File: src/design/srq_pkg.sv
package srq_pkg;

    // Register map
    localparam logic [5:0] ADDR_RATE      = 6'h04;
    localparam logic [5:0] ADDR_IRQ_DRIVE = 6'h05;
    localparam logic [7:0] RATE_RESET     = 8'h00;
    localparam logic [7:0] IRQ_RESET      = 8'h01;

    // Rate register fields
    localparam int RATE_SAMPLE_BIT = 0;
    localparam int RATE_DOUBLE_BIT = 1;
    localparam int RATE_WIDTH_BIT  = 2;
    localparam int RATE_FIELD_W    = 3;

    // Drive register field
    localparam int IRQ_FIELD_W = 2;

    // Chip code layout
    localparam int CODE_W      = 64;
    localparam int HALF_W      = 32;

    // Invalid low-three-bit patterns of the rate register
    localparam logic [2:0] RATE_BAD_A = 3'h1;
    localparam logic [2:0] RATE_BAD_B = 3'h2;
    localparam logic [2:0] RATE_BAD_C = 3'h3;
    localparam logic [2:0] RATE_BAD_D = 3'h7;

    // Data bits carried per code period
    localparam logic [1:0] BITS_ONE = 2'h1;
    localparam logic [1:0] BITS_TWO = 2'h2;

    // Interrupt pin drive styles
    localparam logic [1:0] DRV_CMOS_INV    = 2'h0;
    localparam logic [1:0] DRV_CMOS        = 2'h1;
    localparam logic [1:0] DRV_OPEN_DRAIN  = 2'h2;
    localparam logic [1:0] DRV_OPEN_SOURCE = 2'h3;

    // Effective baseband mode after gating
    typedef struct packed {
        logic code32;
        logic dbl_rate;
        logic os12;
    } srq_mode_t;

    // Register read or write request
    typedef struct packed {
        logic       wr;
        logic       rd;
        logic [5:0] addr;
        logic [7:0] wdata;
    } srq_req_t;

endpackage : srq_pkg

File: src/design/srq_rate_irq_cfg.sv
`timescale 1ns/1ps

module srq_rate_irq_cfg (
    // Clock and reset
    input  wire logic                         ref_clk_i,
    input  wire logic                         nrst_i,
    // Register access
    input  wire srq_pkg::srq_req_t            reg_req_i,
    output logic [7:0]                        reg_rdata_o,
    output logic                              reg_rvalid_o,
    // Baseband inputs
    input  wire logic [srq_pkg::CODE_W-1:0]   chip_code_i,
    input  wire logic                         code_half_sel_i,
    input  wire logic                         irq_req_i,
    // Baseband mode outputs
    output srq_pkg::srq_mode_t                mode_o,
    output logic [1:0]                        bits_per_code_o,
    output logic                              rate_invalid_o,
    output logic [srq_pkg::HALF_W-1:0]        code_a_o,
    output logic [srq_pkg::HALF_W-1:0]        code_b_o,
    output logic [srq_pkg::CODE_W-1:0]        code_full_o,
    // Interrupt pin
    output logic                              irq_o,
    output logic                              irq_oe_o
);

    logic [srq_pkg::RATE_FIELD_W-1:0] rate_r;
    logic [srq_pkg::IRQ_FIELD_W-1:0]  drive_r;
    logic [7:0]                       rdata_r;
    logic                             rvalid_r;
    srq_pkg::srq_mode_t               mode_r;
    srq_pkg::srq_mode_t               mode_nxt;
    logic [1:0]                       bits_r;
    logic                             invalid_r;
    logic [srq_pkg::HALF_W-1:0]       code_a_r;
    logic [srq_pkg::HALF_W-1:0]       code_b_r;
    logic [srq_pkg::CODE_W-1:0]       code_full_r;
    logic                             irq_r;
    logic                             irq_oe_r;

    function automatic logic [srq_pkg::HALF_W-1:0] code_half(
        input logic [srq_pkg::CODE_W-1:0] code,
        input logic                       upper
    );
        code_half = upper ? code[srq_pkg::CODE_W-1:srq_pkg::HALF_W] : code[srq_pkg::HALF_W-1:0];
    endfunction : code_half

    // Only the defined bits are stored, so reserved bits always read back zero
    always_ff @(posedge ref_clk_i)
    begin
        if (!nrst_i)
        begin
            rate_r  <= srq_pkg::RATE_RESET[srq_pkg::RATE_FIELD_W-1:0];
            drive_r <= srq_pkg::IRQ_RESET[srq_pkg::IRQ_FIELD_W-1:0];
        end
        else if (reg_req_i.wr)
        begin
            if (reg_req_i.addr == srq_pkg::ADDR_RATE)
                rate_r <= reg_req_i.wdata[srq_pkg::RATE_FIELD_W-1:0];
            if (reg_req_i.addr == srq_pkg::ADDR_IRQ_DRIVE)
                drive_r <= reg_req_i.wdata[srq_pkg::IRQ_FIELD_W-1:0];
        end
    end

    always_ff @(posedge ref_clk_i)
    begin
        if (!nrst_i)
        begin
            rdata_r  <= 8'h00;
            rvalid_r <= 1'b0;
        end
        else
        begin
            rvalid_r <= reg_req_i.rd;
            if (!reg_req_i.rd)
                rdata_r <= 8'h00;
            else if (reg_req_i.addr == srq_pkg::ADDR_RATE)
                rdata_r <= {5'h00, rate_r};
            else if (reg_req_i.addr == srq_pkg::ADDR_IRQ_DRIVE)
                rdata_r <= {6'h00, drive_r};
            else
                rdata_r <= 8'h00;
        end
    end

    always_comb
    begin
        mode_nxt.code32   = rate_r[srq_pkg::RATE_WIDTH_BIT];
        mode_nxt.dbl_rate = rate_r[srq_pkg::RATE_DOUBLE_BIT] & rate_r[srq_pkg::RATE_WIDTH_BIT];
        mode_nxt.os12     = rate_r[srq_pkg::RATE_SAMPLE_BIT] & rate_r[srq_pkg::RATE_WIDTH_BIT]
                            & ~rate_r[srq_pkg::RATE_DOUBLE_BIT];
    end

    // Invalid patterns are flagged, not corrected; the gating above keeps them harmless
    always_ff @(posedge ref_clk_i)
    begin
        if (!nrst_i)
        begin
            mode_r    <= '0;
            bits_r    <= srq_pkg::BITS_ONE;
            invalid_r <= 1'b0;
        end
        else
        begin
            mode_r    <= mode_nxt;
            // two bits per period / one bit
            bits_r    <= mode_nxt.dbl_rate ? srq_pkg::BITS_TWO : srq_pkg::BITS_ONE;
            invalid_r <= (rate_r == srq_pkg::RATE_BAD_A) || (rate_r == srq_pkg::RATE_BAD_B)
                         || (rate_r == srq_pkg::RATE_BAD_C) || (rate_r == srq_pkg::RATE_BAD_D);
        end
    end

    always_ff @(posedge ref_clk_i)
    begin
        if (!nrst_i)
        begin
            code_a_r    <= '0;
            code_b_r    <= '0;
            code_full_r <= '0;
        end
        else
        begin
            code_full_r <= chip_code_i;
            if (mode_nxt.dbl_rate)
            begin
                code_a_r <= code_half(chip_code_i, 1'b0);
                code_b_r <= code_half(chip_code_i, 1'b1);
            end
            else if (mode_nxt.code32)
            begin
                // half select / second correlator on other half
                code_a_r <= code_half(chip_code_i, code_half_sel_i);
                code_b_r <= code_half(chip_code_i, ~code_half_sel_i);
            end
            else
            begin
                code_a_r <= '0;
                code_b_r <= '0;
            end
        end
    end

    // Drive style sampled each cycle, so a change in drive code applies on the next edge
    always_ff @(posedge ref_clk_i)
    begin
        if (!nrst_i)
        begin
            // Matches the reset drive code: push-pull, deasserted low
            irq_r    <= 1'b0;
            irq_oe_r <= 1'b1;
        end
        else
        begin
            case (drive_r)
                srq_pkg::DRV_OPEN_SOURCE:
                begin
                    irq_r    <= 1'b1;
                    irq_oe_r <= irq_req_i;
                end
                srq_pkg::DRV_OPEN_DRAIN:
                begin
                    irq_r    <= 1'b0;
                    irq_oe_r <= irq_req_i;
                end
                srq_pkg::DRV_CMOS:
                begin
                    irq_r    <= irq_req_i;
                    irq_oe_r <= 1'b1;
                end
                default:
                begin
                    irq_r    <= ~irq_req_i;
                    irq_oe_r <= 1'b1;
                end
            endcase
        end
    end

    assign reg_rdata_o     = rdata_r;
    assign reg_rvalid_o    = rvalid_r;
    assign mode_o          = mode_r;
    assign bits_per_code_o = bits_r;
    assign rate_invalid_o  = invalid_r;
    assign code_a_o        = code_a_r;
    assign code_b_o        = code_b_r;
    assign code_full_o     = code_full_r;
    assign irq_o           = irq_r;
    assign irq_oe_o        = irq_oe_r;
endmodule : srq_rate_irq_cfg

File: config.mk
export PLATFORM = sky130hd
export DESIGN_NAME = srq_rate_irq_cfg
export DESIGN_NICKNAME = d
export VERILOG_FILES = /design/src/design/srq_pkg.sv /design/src/design/srq_rate_irq_cfg.sv
export SDC_FILE = /design/constraint.sdc
export NUM_CORES = 1
export LEC_CHECK = 0
export BUFFER_PORTS_ARGS = -buffer_cell sky130_fd_sc_hd__buf_2
export CAP_MARGIN = 20
export CORE_MARGIN = 1
export CORE_UTILIZATION = 50
export CTS_BUF_LIST = sky130_fd_sc_hd__clkbuf_8
export DETAILED_ROUTE_END_ITERATION = 12
export PLACE_DENSITY = 0.9
export SLEW_MARGIN = 25
export SYNTH_ARGS = -nofsm -noshare
export SYNTH_HDL_FRONTEND = slang
export SYNTH_SLANG_ARGS = --single-unit
File: constraint.sdc
create_clock -name ref_clk_i -period 2.7 [get_ports ref_clk_i]
set_clock_uncertainty 0.1 [all_clocks]
set_input_delay 0.54 -clock ref_clk_i [delete_from_list [all_inputs] [get_ports ref_clk_i]]
set_output_delay 0.54 -clock ref_clk_i [all_outputs]
set_load 0.01 [all_outputs]
==> impl_results.md <==
* Top Ports at 229
* Data required time at the worst endpoint at around 2.9 ns
* Port-buffer cells at roughly 220
* Number of instances in the synthesized netlist at about 400
* Antenna-violating nets left at 0
* Critical R2R Launch: rate_r[1]
* Clock buffer depth at 2
* Number of buffers added to fix hold violations after cts at 0
* Normalized max-slew margin at between 50% and 60%
* Final period util at 63.8%
* Number of clock buffers inserted by TritonCTS at 17
* Setup crit start: rate_r[1]
* Sinks on Clock Net at 144
* 1st-iter DRT viols at 114
* Crit path cell chain: nand2b_4, nand2_1, a21oi_1
* Final hold viol count at 0
* Maximum level of the CTS H-tree at 4
* Overall die height at 97.5 µm
* Min-delay src: irq_req_i
* Ratio of cells with drive above 1 in the final layout at between 40% and 50%
* Synth Area per Inst at 11.2 µm²
* Peak supply drop at roughly 0.48 mV
* Clock latency reported for the late side of the worst-skew pair at 0.40 ns
* Post-detailed-route DRC marker count at 0
* Largest stage delay on the critical path at 0.64 ns
* Average via count per standard cell at 4.96
* Number of distinct standard cells referenced by the synthesized netlist at 27
* Final-layout setup total negative slack at 0 ns
* CTS root buf: sky130_fd_sc_hd__clkbuf_8
* Worst Setup End Kind: flip-flop
* Effective utilization at floorplan at 52.1%
* Overall die area at roughly 0.0095 mm²
* Maximum number of pins on one net before global-route repair at 65
* # setup viols final at 0
* Fin crit period at 1.72 ns
* # diodes at 0
* Total vias in the final route at about 3,700
* Leading cell types by total area after synthesis: sky130_fd_sc_hd__dfxtp_1 63%, sky130_fd_sc_hd__and2_1 9.0%, sky130_fd_sc_hd__o221a_1 7.4%
* Run status: finished clean
* Setup repair after global routing missed its margin: false
* Hold crit path type: in -> reg
* Highest fanout seen on the critical path at 64
* Cell area after synthesis at 0.00456 mm²
* Worst Path Class, Setup: reg -> reg
* RD Place Congestion at around 0.78
* Via count of the first global-routing pass at between 3,000 and 4,000
* Global router's overall resource usage at 23.1%
* Max-cap viol count at 0
* Wire length of the first global-routing pass at 17,300 µm
* Least-Margin Pin Slew at 0.706 ns
* Fraction of synthesized cell area taken by the top area cell type at between 60% and 70%
* Number of search-and-repair iterations in the first detailed-routing pass at 4
* Post-CTS Setup Repair Bufs at 0
* Upper clock frequency limit at 580 MHz
* Library cell with the largest summed area after synthesis: sky130_fd_sc_hd__dfxtp_1
* Die outline width at 97.5 µm
* Post-CTS clock slew at the launch and capture registers of the worst setup and hold paths at about 0.080 ns
* Placement Rows at 34
* Cell Pwr Density at roughly 700 mW/mm²
* Routed wire per std cell at about 15 µm
* Detailed-route wire length at 11,000 µm
* Worst-path cell with the longest stage delay: sky130_fd_sc_hd__nand2b_4
* Part of the Yosys area used for sequential elements at 63.2%
* Resized cells post-CTS at 0
* Number of nets at the end of the flow at 703
* Worst hold slack at 0.239 ns
* Worst EP arrival at 1.95 ns
* Post-detail-place hpwl at 7640 µm
* Sum of overflow across all layers after global routing at 0
* Post-synthesis register bit count at 144
* Sum of buffers and inverters on the critical path at 0
* CTS tree: yes
* Startpoint type of the worst setup path: flip-flop
* Ys Warns at 0
* Number of pins exceeding their max-slew limit in the final report at 0
* Antenna violations before repair at 0
* Core area at between 0.008 and 0.009 mm²
* Lkg Pwr at 0.00299 µW
* Cell family contributing the most delay on the critical path: simple AND/OR/NAND/NOR gates
* Area Overhead vs Synth at 32.1%
-- flip-flops by register name (all words and copies together) (netlist names) --
name,cells
reg_rvalid_o,1
drive_r,2
rate_r,3
code_full_o,64
rate_invalid_o,1
code_a_o,32
bits_per_code_o,1
irq_oe_o,1
mode_o,3
reg_rdata_o,3
irq_o,1
code_b_o,32
-- worst register-to-register path: cells and delay by family, from the launching register on --
kind,cells,cell delay (ns)
compound gates,1,0.18
flops,1,0.55
simple gates,2,0.81
-- layout by cell type, fill, tap and decap left out, types with 4 or more instances in the layout --
master	Yosys	layout
sky130_fd_sc_hd__buf_2	7	218
sky130_fd_sc_hd__dfxtp_1	144	144
sky130_fd_sc_hd__nand2_1	67	67
sky130_fd_sc_hd__and2_1	66	66
sky130_fd_sc_hd__a21oi_1	30	30
sky130_fd_sc_hd__o221a_1	30	30
sky130_fd_sc_hd__clkbuf_8	0	18
sky130_fd_sc_hd__mux2i_1	7	7
sky130_fd_sc_hd__conb_1	1	5
sky130_fd_sc_hd__nor2_1	4	4
sky130_fd_sc_hd__o221a_2	4	4
sky130_fd_sc_hd__buf_4	10	4
-- per-layer routing --
layer	routed length [µm]	GRT usage [%]
met5	0	0
met4	79	6.79
met3	776	6.83
met1	4210	25.1
met2	5960	43.1
-- metrics by stage --
stage / setup WS [ns] / area, µm² / cells / power (µW) / utilization (%)
CTS: 0.995 / 6030 / 739 / 4240 / 68.8
global placement: 0.899 / 5620 / 708 / 2520 / 64.1
detailed placement: 0.880 / 5620 / 708 / 2530 / 64.1
finish: 0.977 / 6030 / 739 / 4190 / 68.8
floorplan: 1.24 / 4580 / 412 / 2380 / -
global route: 0.870 / 6030 / 739 / 4360 / 68.8
-- cell type report --
class | count | area, µm²
sequential | 144 | 2880
fill | 658 | 2740
multi-input combinational | 231 | 1450
timing repair buffer | 223 | 1140
clock buffer | 18 | 248
clock inverter | 13 | 161
tap | 108 | 135
inverter | 2 | 7.51
-- power breakdown --
group / leakage, µW / switching [µW] / internal (µW)
sequential: 0.00118 / 13.4 / 2180
combinational: 0.00161 / 167 / 122
clock: 0.000203 / 778 / 938
total: 0.00299 / 959 / 3240
-- path summary, 6_finish.rpt --
| check | cells after the start | slack [ns] | end |
|---|---|---|---|
| max | 3 | 0.98 | code_b_o[31] |
| min | 2 | 0.24 | irq_oe_o |
| max reg2reg | 3 | 0.98 | code_b_o[31] |
| min reg2reg | 1 | 0.36 | irq_oe_o |
-- synthesized netlist by cell type --
| master | n |
|---|---|
| sky130_fd_sc_hd__buf_4 | 10 |
| sky130_fd_sc_hd__o21ai_0 | 2 |
| sky130_fd_sc_hd__nor3b_1 | 2 |
| sky130_fd_sc_hd__nor2_1 | 4 |
| sky130_fd_sc_hd__and4b_1 | 1 |
| sky130_fd_sc_hd__nand2_1 | 67 |
| sky130_fd_sc_hd__clkbuf_1 | 10 |
| sky130_fd_sc_hd__a21boi_0 | 1 |
| sky130_fd_sc_hd__nand2_2 | 1 |
| sky130_fd_sc_hd__and2_1 | 66 |
| sky130_fd_sc_hd__inv_2 | 1 |
| sky130_fd_sc_hd__buf_2 | 7 |
| sky130_fd_sc_hd__and3_1 | 2 |
| sky130_fd_sc_hd__o221a_1 | 30 |
| sky130_fd_sc_hd__buf_6 | 8 |
| sky130_fd_sc_hd__o221a_2 | 4 |
| sky130_fd_sc_hd__nor2b_1 | 3 |
| sky130_fd_sc_hd__a21boi_4 | 1 |
| sky130_fd_sc_hd__nand2b_4 | 1 |
| sky130_fd_sc_hd__dfxtp_1 | 144 |
| sky130_fd_sc_hd__a21oi_1 | 30 |
| sky130_fd_sc_hd__conb_1 | 1 |
| sky130_fd_sc_hd__or3_1 | 1 |
| sky130_fd_sc_hd__inv_1 | 1 |
| sky130_fd_sc_hd__mux2i_1 | 7 |
| sky130_fd_sc_hd__nor4b_2 | 1 |
| sky130_fd_sc_hd__nand3b_1 | 2 |
-- logic make-up after synthesis --
logic type	after synthesis	share of synthesized area, %
compound gates	68	12.5
buf+inv	37	5.37
flops	144	63.2
mux	7	1.54
other cells	1	0.0822
simple gates	151	17.4
Power figures use the tool's default switching activity.
